File: src/verilog/fcs_pkg.sv
// Constants shared by the flash command and status block
package fcs_pkg;
   // Register offsets on the plain register port
   localparam logic [7:0] FCS_OFF_STATUS = 8'h00;
   localparam logic [7:0] FCS_OFF_CMD = 8'h01;
   // Status field positions
   localparam int FCS_BIT_BUF_EMPTY = 7;
   localparam int FCS_BIT_COMPLETE = 6;
   localparam int FCS_BIT_PROT_VIOL = 5;
   localparam int FCS_BIT_ACC_ERR = 4;
   localparam int FCS_BIT_BLANK = 2;
   // Command codes
   localparam logic [7:0] FCS_CMD_BLANK = 8'h05;
   localparam logic [7:0] FCS_CMD_BYTE_PROG = 8'h20;
   localparam logic [7:0] FCS_CMD_BURST_PROG = 8'h25;
   localparam logic [7:0] FCS_CMD_PAGE_ERASE = 8'h40;
   localparam logic [7:0] FCS_CMD_MASS_ERASE = 8'h41;
   localparam logic [7:0] FCS_CMD_RESET = 8'h00;
   // Security encodings
   localparam logic [1:0] FCS_SEC_UNSECURED = 2'h2;
   localparam logic [1:0] FCS_SEC_RESET = 2'h3;
   // Backdoor key address window
   localparam logic [15:0] FCS_KEY_LO = 16'hffb0;
   localparam logic [15:0] FCS_KEY_HI = 16'hffb7;
   // Low address bits covered by one protect boundary step
   localparam logic [8:0] FCS_PROT_LOW_ONES = 9'h1ff;

   typedef enum logic [2:0] {
      FCS_SEQ_IDLE = 3'b001,
      FCS_SEQ_DATA = 3'b010,
      FCS_SEQ_CMD = 3'b100
   } fcs_seq_t;

   typedef enum logic [1:0] {
      FCS_EX_IDLE = 2'b01,
      FCS_EX_RUN = 2'b10
   } fcs_ex_t;

   function automatic logic fcs_is_legal(input logic [7:0] c);
      return (c == FCS_CMD_BLANK) || (c == FCS_CMD_BYTE_PROG) ||
         (c == FCS_CMD_BURST_PROG) || (c == FCS_CMD_PAGE_ERASE) ||
         (c == FCS_CMD_MASS_ERASE);
   endfunction

   function automatic logic fcs_is_modify(input logic [7:0] c);
      return (c == FCS_CMD_BYTE_PROG) || (c == FCS_CMD_BURST_PROG) ||
         (c == FCS_CMD_PAGE_ERASE) || (c == FCS_CMD_MASS_ERASE);
   endfunction
endpackage

File: src/verilog/fcs_top.sv
// Flash command launch, command buffer and status flags
// What this block does
// - Status bits 3, 1 and 0 read zero; writes there do nothing.
// - Writing one to the buffer-empty flag launches the registered command.
// - Buffer-empty clears on a valid launch; it sets again when a burst moves to the array or other work finishes.
// - A command can queue only while a burst program runs; flag one means room, zero means full.
// - Complete flag is set when buffer empty and idle; launch clears it.
// - Software writes to the complete flag are ignored.
// - Program or erase into protected block sets violation, command dropped.
// - Violation flag clears only by writing one to it.
// - Access error on broken sequence, program or erase with undivided clock, or stop while running.
// - Writing one clears the access error; writing zero does nothing.
// - Blank flag sets after blank check only when whole array is erased.
// - Blank flag clears on a valid launch; direct writes ignored.
// - Code 0x05 blank check, 0x40 page erase, 0x41 mass erase.
// - Code 0x20 byte program, 0x25 burst program which may queue.
// - Any other code is illegal and launching it raises access error.
// - A passing blank check sets the security field to unsecured.
// - Without key-write enable, key window writes start a command sequence.
`timescale 1ns/1ns
`default_nettype none
module fcs_top
   import fcs_pkg::*;
(
   input wire logic ref_clk,
   input wire logic nrst,
   input wire logic [7:0] reg_addr,
   input wire logic [7:0] reg_wdata,
   input wire logic reg_wr,
   input wire logic reg_rd,
   output logic [7:0] reg_rdata,
   input wire logic arr_wr,
   input wire logic [15:0] arr_addr,
   input wire logic [7:0] arr_wdata,
   input wire logic divider_initialised,
   input wire logic protect_disable,
   input wire logic [6:0] protect_boundary_select,
   input wire logic key_write_enable,
   input wire logic stop_entry,
   input wire logic [1:0] nv_security_code,
   output logic [1:0] security_state_field,
   output logic array_req,
   output logic [7:0] array_cmd,
   output logic [15:0] array_addr,
   output logic [7:0] array_wdata,
   input wire logic array_ack,
   input wire logic array_blank
);
   fcs_seq_t seq_r;
   logic [15:0] seq_addr_r;
   logic [7:0] seq_data_r;
   logic [7:0] seq_cmd_r;
   logic buf_valid_r;
   logic [7:0] buf_cmd_r;
   logic [15:0] buf_addr_r;
   logic [7:0] buf_data_r;
   logic prot_viol_r;
   logic acc_err_r;
   logic blank_r;
   logic sec_loaded_r;
   logic cmd_buffer_empty_flag;
   logic cmd_complete_flag;
   logic st_wr;
   logic cmd_wr;
   logic launch_wr;
   logic key_hit;
   logic seq_arr_wr;
   logic seq_err;
   logic launch_err;
   logic launch_prot;
   logic launch_ok;
   logic launch_take;
   logic stop_err;
   logic ex_start;
   logic ex_busy;
   logic ex_burst;
   logic ex_done;
   logic ex_done_blank;
   logic ex_abort;

   assign st_wr = reg_wr && (reg_addr == FCS_OFF_STATUS);
   assign cmd_wr = reg_wr && (reg_addr == FCS_OFF_CMD);

   // Non-burst work keeps the buffer marked full until the array is finished
   assign cmd_buffer_empty_flag = !buf_valid_r && !(ex_busy && !ex_burst);
   // The done cycle is held out so the blank result has settled when complete reads one
   assign cmd_complete_flag = cmd_buffer_empty_flag && !ex_busy && !ex_done;

   assign launch_wr = st_wr && reg_wdata[FCS_BIT_BUF_EMPTY]
      && cmd_buffer_empty_flag;
   // A launch write only names a command once the sequence reached its last step
   assign launch_take = launch_wr && (seq_r == FCS_SEQ_CMD);

   assign key_hit = (arr_addr >= FCS_KEY_LO) && (arr_addr <= FCS_KEY_HI);
   // Key compare writes belong to the security logic, not to a command
   assign seq_arr_wr = arr_wr && !(key_write_enable && key_hit);

   // Out of order steps break the sequence
   always_comb begin
      seq_err = 1'b0;
      if (seq_arr_wr && (seq_r != FCS_SEQ_IDLE || !cmd_buffer_empty_flag)) begin
         seq_err = 1'b1;
      end
      if (cmd_wr && seq_r != FCS_SEQ_DATA) begin
         seq_err = 1'b1;
      end
      if (launch_wr && seq_r != FCS_SEQ_CMD) begin
         seq_err = 1'b1;
      end
   end

   // Mass erase touches every block, so any protection refuses it
   always_comb begin
      launch_prot = 1'b0;
      if (!protect_disable && fcs_is_modify(seq_cmd_r)) begin
         if (seq_cmd_r == FCS_CMD_MASS_ERASE) begin
            launch_prot = 1'b1;
         end else if (seq_addr_r > {protect_boundary_select, FCS_PROT_LOW_ONES}) begin
            launch_prot = 1'b1;
         end
      end
   end

   assign launch_err = launch_take &&
      (!fcs_is_legal(seq_cmd_r) ||
      (fcs_is_modify(seq_cmd_r) && !divider_initialised));
   assign launch_ok = launch_take && !launch_err && !launch_prot;
   assign stop_err = stop_entry && ex_busy;
   assign ex_abort = stop_err;

   // Command sequence tracker
   always_ff @(posedge ref_clk or negedge nrst) begin
      if (!nrst) begin
         seq_r <= FCS_SEQ_IDLE;
      end else if (seq_err || launch_wr) begin
         seq_r <= FCS_SEQ_IDLE;
      end else begin
         unique case (seq_r)
            FCS_SEQ_IDLE: begin
               if (seq_arr_wr) begin
                  seq_r <= FCS_SEQ_DATA;
               end
            end
            FCS_SEQ_DATA: begin
               if (cmd_wr) begin
                  seq_r <= FCS_SEQ_CMD;
               end
            end
            FCS_SEQ_CMD: begin
               seq_r <= FCS_SEQ_CMD;
            end
         endcase
      end
   end

   always_ff @(posedge ref_clk or negedge nrst) begin
      if (!nrst) begin
         seq_addr_r <= 16'h0000;
      end else if (seq_arr_wr && seq_r == FCS_SEQ_IDLE) begin
         seq_addr_r <= arr_addr;
      end
   end

   // Data is kept for every command and is sent on to the array with each of them
   always_ff @(posedge ref_clk or negedge nrst) begin
      if (!nrst) begin
         seq_data_r <= 8'h00;
      end else if (seq_arr_wr && seq_r == FCS_SEQ_IDLE) begin
         seq_data_r <= arr_wdata;
      end
   end

   always_ff @(posedge ref_clk or negedge nrst) begin
      if (!nrst) begin
         seq_cmd_r <= FCS_CMD_RESET;
      end else if (cmd_wr && seq_r == FCS_SEQ_DATA) begin
         seq_cmd_r <= reg_wdata;
      end
   end

   // One-entry command buffer; a queued burst waits for the executor
   assign ex_start = buf_valid_r && !ex_busy;

   always_ff @(posedge ref_clk or negedge nrst) begin
      if (!nrst) begin
         buf_valid_r <= 1'b0;
      end else if (stop_err) begin
         buf_valid_r <= 1'b0;
      end else if (launch_ok) begin
         buf_valid_r <= 1'b1;
      end else if (ex_start) begin
         buf_valid_r <= 1'b0;
      end
   end

   always_ff @(posedge ref_clk or negedge nrst) begin
      if (!nrst) begin
         buf_cmd_r <= FCS_CMD_RESET;
         buf_addr_r <= 16'h0000;
         buf_data_r <= 8'h00;
      end else if (launch_ok) begin
         buf_cmd_r <= seq_cmd_r;
         buf_addr_r <= seq_addr_r;
         buf_data_r <= seq_data_r;
      end
   end

   // Error flags: a new event in the clearing cycle wins
   always_ff @(posedge ref_clk or negedge nrst) begin
      if (!nrst) begin
         prot_viol_r <= 1'b0;
      end else if (launch_take && !launch_err && launch_prot) begin
         prot_viol_r <= 1'b1;
      end else if (st_wr && reg_wdata[FCS_BIT_PROT_VIOL]) begin
         prot_viol_r <= 1'b0;
      end
   end

   always_ff @(posedge ref_clk or negedge nrst) begin
      if (!nrst) begin
         acc_err_r <= 1'b0;
      end else if (seq_err || launch_err || stop_err) begin
         acc_err_r <= 1'b1;
      end else if (st_wr && reg_wdata[FCS_BIT_ACC_ERR]) begin
         acc_err_r <= 1'b0;
      end
   end

   always_ff @(posedge ref_clk or negedge nrst) begin
      if (!nrst) begin
         blank_r <= 1'b0;
      end else if (launch_ok) begin
         blank_r <= 1'b0;
      end else if (ex_done_blank) begin
         blank_r <= 1'b1;
      end
   end

   // Security state is loaded from the stored code once reset has gone
   always_ff @(posedge ref_clk or negedge nrst) begin
      if (!nrst) begin
         sec_loaded_r <= 1'b0;
      end else begin
         sec_loaded_r <= 1'b1;
      end
   end

   always_ff @(posedge ref_clk or negedge nrst) begin
      if (!nrst) begin
         security_state_field <= FCS_SEC_RESET;
      end else if (ex_done_blank) begin
         security_state_field <= FCS_SEC_UNSECURED;
      end else if (!sec_loaded_r) begin
         security_state_field <= nv_security_code;
      end
   end

   // Reserved positions stay low by construction, whatever the flags do
   function automatic logic [7:0] status_word(input logic bef, input logic ccf, input logic pv,
         input logic ae, input logic bl);
      status_word = 8'h00;
      status_word[FCS_BIT_BUF_EMPTY] = bef;
      status_word[FCS_BIT_COMPLETE] = ccf;
      status_word[FCS_BIT_PROT_VIOL] = pv;
      status_word[FCS_BIT_ACC_ERR] = ae;
      status_word[FCS_BIT_BLANK] = bl;
   endfunction

   // Read data; the command register has no read path
   always_ff @(posedge ref_clk or negedge nrst) begin
      if (!nrst) begin
         reg_rdata <= 8'h00;
      end else if (reg_rd && reg_addr == FCS_OFF_STATUS) begin
         reg_rdata <= status_word(cmd_buffer_empty_flag, cmd_complete_flag,
            prot_viol_r, acc_err_r, blank_r);
      end else begin
         reg_rdata <= 8'h00;
      end
   end

   fcs_exec u_exec (
      .ref_clk(ref_clk),
      .nrst(nrst),
      .start(ex_start),
      .start_cmd(buf_cmd_r),
      .start_addr(buf_addr_r),
      .start_data(buf_data_r),
      .abort(ex_abort),
      .busy(ex_busy),
      .run_is_burst(ex_burst),
      .done(ex_done),
      .done_blank(ex_done_blank),
      .array_req(array_req),
      .array_cmd(array_cmd),
      .array_addr(array_addr),
      .array_wdata(array_wdata),
      .array_ack(array_ack),
      .array_blank(array_blank)
   );
endmodule
`default_nettype wire

File: src/verilog/fcs_exec.sv
// Executes one command against the flash array with a request/acknowledge handshake
`timescale 1ns/1ns
`default_nettype none
module fcs_exec
   import fcs_pkg::*;
(
   input wire logic ref_clk,
   input wire logic nrst,
   input wire logic start,
   input wire logic [7:0] start_cmd,
   input wire logic [15:0] start_addr,
   input wire logic [7:0] start_data,
   input wire logic abort,
   output logic busy,
   output logic run_is_burst,
   output logic done,
   output logic done_blank,
   output logic array_req,
   output logic [7:0] array_cmd,
   output logic [15:0] array_addr,
   output logic [7:0] array_wdata,
   input wire logic array_ack,
   input wire logic array_blank
);
   fcs_ex_t state_r;

   assign busy = (state_r == FCS_EX_RUN);
   assign array_req = busy;
   assign run_is_burst = busy && (array_cmd == FCS_CMD_BURST_PROG);

   always_ff @(posedge ref_clk or negedge nrst) begin
      if (!nrst) begin
         state_r <= FCS_EX_IDLE;
      end else begin
         unique case (state_r)
            FCS_EX_IDLE: begin
               if (start) begin
                  state_r <= FCS_EX_RUN;
               end
            end
            FCS_EX_RUN: begin
               if (abort || array_ack) begin
                  state_r <= FCS_EX_IDLE;
               end
            end
         endcase
      end
   end

   always_ff @(posedge ref_clk or negedge nrst) begin
      if (!nrst) begin
         array_cmd <= FCS_CMD_RESET;
         array_addr <= 16'h0000;
         array_wdata <= 8'h00;
      end else if (start && !busy) begin
         array_cmd <= start_cmd;
         array_addr <= start_addr;
         array_wdata <= start_data;
      end
   end

   // Blank result is sampled with the acknowledge, so it needs no hold by the array
   always_ff @(posedge ref_clk or negedge nrst) begin
      if (!nrst) begin
         done <= 1'b0;
         done_blank <= 1'b0;
      end else begin
         done <= busy && array_ack && !abort;
         done_blank <= busy && array_ack && !abort && array_blank &&
            (array_cmd == FCS_CMD_BLANK);
      end
   end
endmodule
`default_nettype wire

File: config.mk
export PLATFORM = sky130hd
export DESIGN_NAME = fcs_top
export DESIGN_NICKNAME = d
export VERILOG_FILES = /design/src/verilog/fcs_pkg.sv /design/src/verilog/fcs_top.sv /design/src/verilog/fcs_exec.sv
export SDC_FILE = /design/constraint.sdc
export NUM_CORES = 1
export LEC_CHECK = 0
export ABC_CLOCK_PERIOD_IN_PS = 2040
export BUFFER_PORTS_ARGS = -buffer_cell sky130_fd_sc_hd__buf_2
export CORE_ASPECT_RATIO = 1.5
export CORE_MARGIN = 1
export CORE_UTILIZATION = 45
export DETAILED_ROUTE_END_ITERATION = 8
export GPL_ROUTABILITY_DRIVEN = 0
export GPL_TIMING_DRIVEN = 0
export PLACE_DENSITY = 0.7
export SLEW_MARGIN = 30
export SYNTH_ARGS = -nofsm -noshare
export SYNTH_HDL_FRONTEND = slang
export SYNTH_SLANG_ARGS = --single-unit
File: constraint.sdc
create_clock -name ref_clk -period 2.04 [get_ports ref_clk]
set_input_delay 0.102 -clock ref_clk [delete_from_list [all_inputs] [get_ports ref_clk]]
set_output_delay 0.102 -clock ref_clk [all_outputs]
set_load 0.02 [all_outputs]
[Word-level counts from Yosys, hierarchy flattened]
Index checks and enable logic that the tools add are counted.
Cells by class
  magnitude comparators: 3
  equality and inequality tests: 21
  multiplexer cells: 25
  reductions and logical operators: 67
Operators with widths (number)
  1-bit logical AND: 34
  8-bit by 6-bit == test with 1-bit output (second input constant): 3
  8-bit by 3-bit == test with 1-bit output (second input constant): 2
  8-bit by 7-bit == test with 1-bit output (second input constant): 2
  16-bit greater-or-equal comparator (second input constant): 1
  16-bit greater-than comparator: 1
  16-bit less-or-equal comparator (second input constant): 1
  1-bit two-way mux: 15
  1-bit zero test: 13
  1-bit logical OR: 13
  3-bit two-way mux: 3
  3-bit != test (second input constant): 3
  3-bit one-hot mux with 3 select lines: 1
  8-bit by 1-bit == test with 1-bit output (second input constant): 1
  8-bit zero test: 1
  2-bit two-way mux: 4
  8-bit two-way mux: 1
  2-bit by 1-bit != test with 1-bit output (second input constant): 3
  2-bit nonzero test: 3
  2-bit one-hot mux with 2 select lines: 1
  2-bit AND reduction: 2
  3-bit by 1-bit == test with 1-bit output (second input constant): 1
  3-bit by 2-bit == test with 1-bit output (second input constant): 1
  3-bit == test (second input constant): 1
  5 further kinds: 5
Word-level totals
  bits in registers: 118
  input port bits: 60
  output and inout port bits: 43
  logic and storage cells: 136

[Depth between registers and ports, before layout]
  word-level depth: 15
  depth in mapped cells: 9
  gate-level depth less buffers: 8

[Modules after synthesis]
Synthesis repeated with hierarchy kept, for this count alone.
Unflattened totals
  cell total of the unflattened synthesis: 330
  area total of the unflattened synthesis: 5067.4 µm²
By module, submodules not included
  fcs_top: instances 1, cells each 244, area each 3520.9 µm², seq. area each 1980.6 µm²
  fcs_exec: instances 1, cells each 86, area each 1546.5 µm², seq. area each 902.1 µm²

[Least setup slack after synthesis]
No wires, ideal clock.
  path type: register -> register
  start point: register u_exec.array_cmd[4]
  end point: register buf_addr_r[10]
  library setup time: 125 ps
  arrival: 2071 ps
  required time: 1915 ps
  path slack: -156 ps
  stages on the path, launching flop included: 7
  path buffers: 1
  clock period less this slack: 2196 ps
  path through: dfrtp_1 nor4b_1 a41oi_1 nor4b_4 nand3_4 buf_6 mux2_4
On the way
  longest elaborated chain between the ends: 12
Ends and longest elaborated chain
  start: declaration: RTL line fcs_exec.sv:19  | output logic [7:0] array_cmd,
  start signal: assignment: RTL line fcs_exec.sv:56  | array_cmd <= start_cmd;
  8-bit by 6-bit == test with 1-bit output (*): RTL line fcs_exec.sv:29  | assign run_is_burst = busy && (array_cmd == FCS_CMD_BURST_PROG);
  1-bit logical AND (*): RTL line fcs_exec.sv:29
  1-bit zero test (*): RTL line fcs_top.sv:85  | assign cmd_buffer_empty_flag = !buf_valid_r && !(ex_busy && !ex_burst);
  1-bit logical AND (*): RTL line fcs_top.sv:85
  1-bit zero test (*): RTL line fcs_top.sv:85
  1-bit logical AND (*): RTL line fcs_top.sv:85
  1-bit logical AND (*): RTL line fcs_top.sv:90  | && cmd_buffer_empty_flag;
  1-bit logical AND (*): RTL line fcs_top.sv:92  | assign launch_take = launch_wr && (seq_r == FCS_SEQ_CMD);
  1-bit logical AND: RTL line fcs_top.sv:124  | assign launch_err = launch_take &&
  1-bit zero test: RTL line fcs_top.sv:127  | assign launch_ok = launch_take && !launch_err && !launch_prot;
  1-bit logical AND (*) (2 in series): RTL line fcs_top.sv:127
  end signal: assignment: RTL line fcs_top.sv:203  | buf_addr_r <= seq_addr_r;
  end: declaration: RTL line fcs_top.sv:55  | logic [15:0] buf_addr_r;
Mark *: on every way between the ends. The rest lies on a longest branch, timed or not.
A chain may end at the register's enable or synchronous reset.

[Final worst setup path]
  start point: register u_exec.array_cmd[6]
  end point: register buf_addr_r[14]
Same word-level chain as after synthesis.

==> results.cfg <==
[run_status]
status = complete, but fails checks
violations = setup timing

[worst_setup_path]
r2r-start = u_exec.array_cmd[6]$_DFFE_PN0P_
critPathMaxFanout = 7
start_kind = flip-flop
r2r_setup_slack_ps = -180
r2r.worst_path.cells = 6
worstSetupStartpoint = u_exec.array_cmd[6]$_DFFE_PN0P_
arrival_ps = 2510
r2r-end = buf_addr_r[14]$_DFFE_PN0P_
critPathCaptureType = flip-flop
crit_type = reg2reg
required_ps = 2330

[routing]
vias = 3348
drtAntennaViolNets = 0
drc = 0
firstDrtPassIters = 4
drt_iter0_markers = 130
post_drt_wl_per_cell_um = 16.4
wirelength_um = 10800
viasPerCell = 5.07

[timing]
max_slew_margin_pct = 49.5
min_period_ps = 2220
tightest_slew_ps = 758
setup_viol = 35
rsz0062_at_grt = yes
hold_violations = 0
clock.fmax_ghz = 0.450
fin_ws_ps = -181
setup_tns_ps = -4800
drv_slew = 0
timing.final.crit_share_pct = 109
finClkSkew_ps = 8.01

[grt]
grt_pass1_wl_um = 17200
grt_use_total_pct = 20.5
grt-ovfl-total = 0
antenna_found_initial = 0
grt_max_degree = 86
grt_pass1_vias = 3517

[power]
p_leak_uw = 0.00350
vdd_ir_drop_max_mv = 0.655
power_density_mw_per_mm2 = 989
total_power_uw = 6770

[hold_path]
min_path_cells = 3
holdPathEnd = u_exec.state_r[0]$_DFFE_PN1P_
hp-class = in2reg
hp-start = array_ack

[floorplan]
dieWidth_um = 87.1
coreArea_mm2 = 0.0106
num_io_pins = 103
die-area_mm2 = 0.0113
rows = 46
dieHeight_um = 130
initial_utilization_pct = 46.1

[synthesis]
post-synth-top-area-cell = dfrtp_1
synthArstFlopShare_pct = 100
synth_area_leaders = dfrtp_1, mux2_2, mux2_4, dfstp_2, ha_1
seq_area_frac_synth_pct = 59.0
syn_inst = 338
synth-edff-count = 0
synthFlopType = dfrtp_1
syn_area_mm2 = 0.00489
ys_types = 51
synth_top_area_share_pct = 56.8
ys_ff_latch = 115
yosys_warnings = 0
synth_area_per_cell_um2 = 14.5

[cts]
clock_latency_ps = 410
h-tree-depth = 4
clock_path_buffers = 2
numClockSinks = 115
root_buffer = clkbuf_16
numCtsBuffers = 17
clk_pin_slew_worst_paths_ps = 50
cts_tree = yes

[placed_design]
dp.cells = 584
dpl.hpwl_um = 7310
port_buffers = 99
place_area_mm2 = 0.00564

[final_layout]
nFillCells = 823
fin_area_mm2 = 0.00685
drive_gt1_share_pct = 53.1
fin_nets = 571
num_antenna_cells = 0
final_cells = 660
syn_to_final_growth_pct = 40.2

[run]
maxCapViolations = 0
==> through the flow <==
stage               setup slack, ps  hold WS [ps]  utilization, %
finish                         -181          23.4            64.7
detailed placement             -606         -22.5            53.2
global route                   -252          40.8            64.7
CTS                            -169          18.3            62.8
global placement               -630           335            52.9
floorplan                     -5.68          -194               -
==> sequential cells by signal, summed over array words and instances, names as in the netlist <==
| register | flops |
|---|---|
| buf_valid_r | 1 |
| security_state_field | 2 |
| u_exec.array_cmd | 8 |
| buf_cmd_r | 8 |
| u_exec.array_wdata | 8 |
| seq_cmd_r | 8 |
| prot_viol_r | 1 |
| u_exec.state_r | 2 |
| u_exec.array_addr | 16 |
| blank_r | 1 |
| u_exec.done | 1 |
| buf_addr_r | 16 |
| acc_err_r | 1 |
| seq_r | 3 |
| u_exec.done_blank | 1 |
| buf_data_r | 8 |
| seq_addr_r | 16 |
| seq_data_r | 8 |
| reg_rdata | 5 |
| sec_loaded_r | 1 |
==> worst max-delay path, cell delays in order, from the launching register on <==
cell and delay (ps):
dfrtp_2 430, nor4b_4 330, a41oi_2 220, nor4b_4 340
nand3_4 260, clkbuf_16 240, mux2_4 290
==> what timing repair did <==
item | CTS | global route
pin swaps | 3 | 4
hold buffers | 37 | 0
resized for setup | 6 | 25
buffers inserted | 4 | 3
endpoints found under the hold margin | 151 | 0
cloned | 0 | 2
setup endpoints to repair | 56 | 47
==> layout make-up <==
type	count	area, um2	area share [%]
plain buffers	11	98.8	1.44
inverters	11	41.3	0.603
clock buffers	20	447	6.52
clock inverters	11	136	1.99
repair buffers	145	1000	14.6
multi-input cells	203	2050	30.0
flip-flops and latches	115	2890	42.2
well taps	144	180	2.63
==> report_power, final <==
part / switching, uW / internal (uW)
Combinational: 469 / 558
Clock: 978 / 1930
Sequential: 247 / 2590
Total: 1690 / 5080
==> routing by layer <==
layer / track usage, % / wire length [um] / up-vias
met4: 8.78 / 141 / 0
met5: 0 / 0 / -
met1: 23.5 / 4430 / 1692
met2: 36.1 / 5750 / 91
li1: - / - / 1550
met3: 5.35 / 478 / 15
==> cell usage after synthesis, types with 2 or more instances <==
| library cell | count |
|---|---|
| nor3_1 | 4 |
| buf_6 | 3 |
| buf_1 | 3 |
| nor2b_1 | 3 |
| nand4b_1 | 2 |
| nand3b_1 | 3 |
| a41oi_1 | 2 |
| nand4_1 | 5 |
| a21oi_1 | 2 |
| dfrtp_1 | 111 |
| nor2_1 | 9 |
| buf_4 | 3 |
| nand2_1 | 14 |
| conb_1 | 2 |
| o2111ai_1 | 2 |
| nor3b_1 | 3 |
| nand3_1 | 5 |
| and4b_1 | 2 |
| clkbuf_1 | 2 |
| a21o_1 | 2 |
| nand2b_1 | 4 |
| inv_1 | 11 |
| and2_1 | 4 |
| ha_1 | 7 |
| o21ai_0 | 6 |
| mux2_2 | 67 |
| and3_1 | 5 |
| mux2_4 | 24 |
| a31oi_1 | 2 |
| nor4_1 | 2 |
| dfstp_2 | 4 |
==> kinds of logic after synthesis <==
| logic type | count (synthesis) | synth area share, % |
|---|---|---|
| DFF | 115 | 59.0 |
| muxes | 92 | 23.0 |
| and+or+nand+nor | 76 | 10.2 |
| AOI/OAI and AO/OA | 24 | 3.46 |
| buffers and inverters | 22 | 2.38 |
| adders and majority gates | 7 | 1.79 |
| other | 2 | 0.154 |
==> cells in the final DEF, fill, tap and decap left out, drive strengths merged, types with 2 or more instances in the layout <==
cell type	Yosys	final
clkbuf	2	24
buf	9	115
nand3b	3	3
clkinv	0	7
o2111ai	2	2
bufinv	0	3
a41oi	2	2
o21ai	6	6
nand2	14	14
conb	2	4
nand2b	4	4
nor3b	3	3
ha	7	7
a31oi	2	2
dfrtp	111	111
mux2	91	91
dlygate4sd3	0	37
dfstp	4	4
nor3	4	4
nor2b	3	3
nand4	5	5
a21o	2	2
nand4b	2	2
and2	4	4
nand3	6	6
a21oi	2	2
and3	5	5
nor4	2	2
nor4b	2	2
nor2	9	9
inv	11	11
and4b	2	2
==> worst max-delay path by stage <==
| stage | depth (start not counted) | end |
|---|---|---|
| 2_1_floorplan | 6 | buf_addr_r[10]$_DFFE_PN0P_ |
| 3_5_place_dp | 6 | seq_addr_r[4]$_DFFE_PN0P_ |
| 6_report | 6 | buf_addr_r[14]$_DFFE_PN0P_ |
| 4_1_cts | 6 | buf_addr_r[3]$_DFFE_PN0P_ |
| 5_1_grt | 6 | buf_addr_r[6]$_DFFE_PN0P_ |
| 3_3_place_gp | 1 | u_exec.array_cmd[7]$_DFFE_PN0P_ |
(Power assumes the default switching activity.)
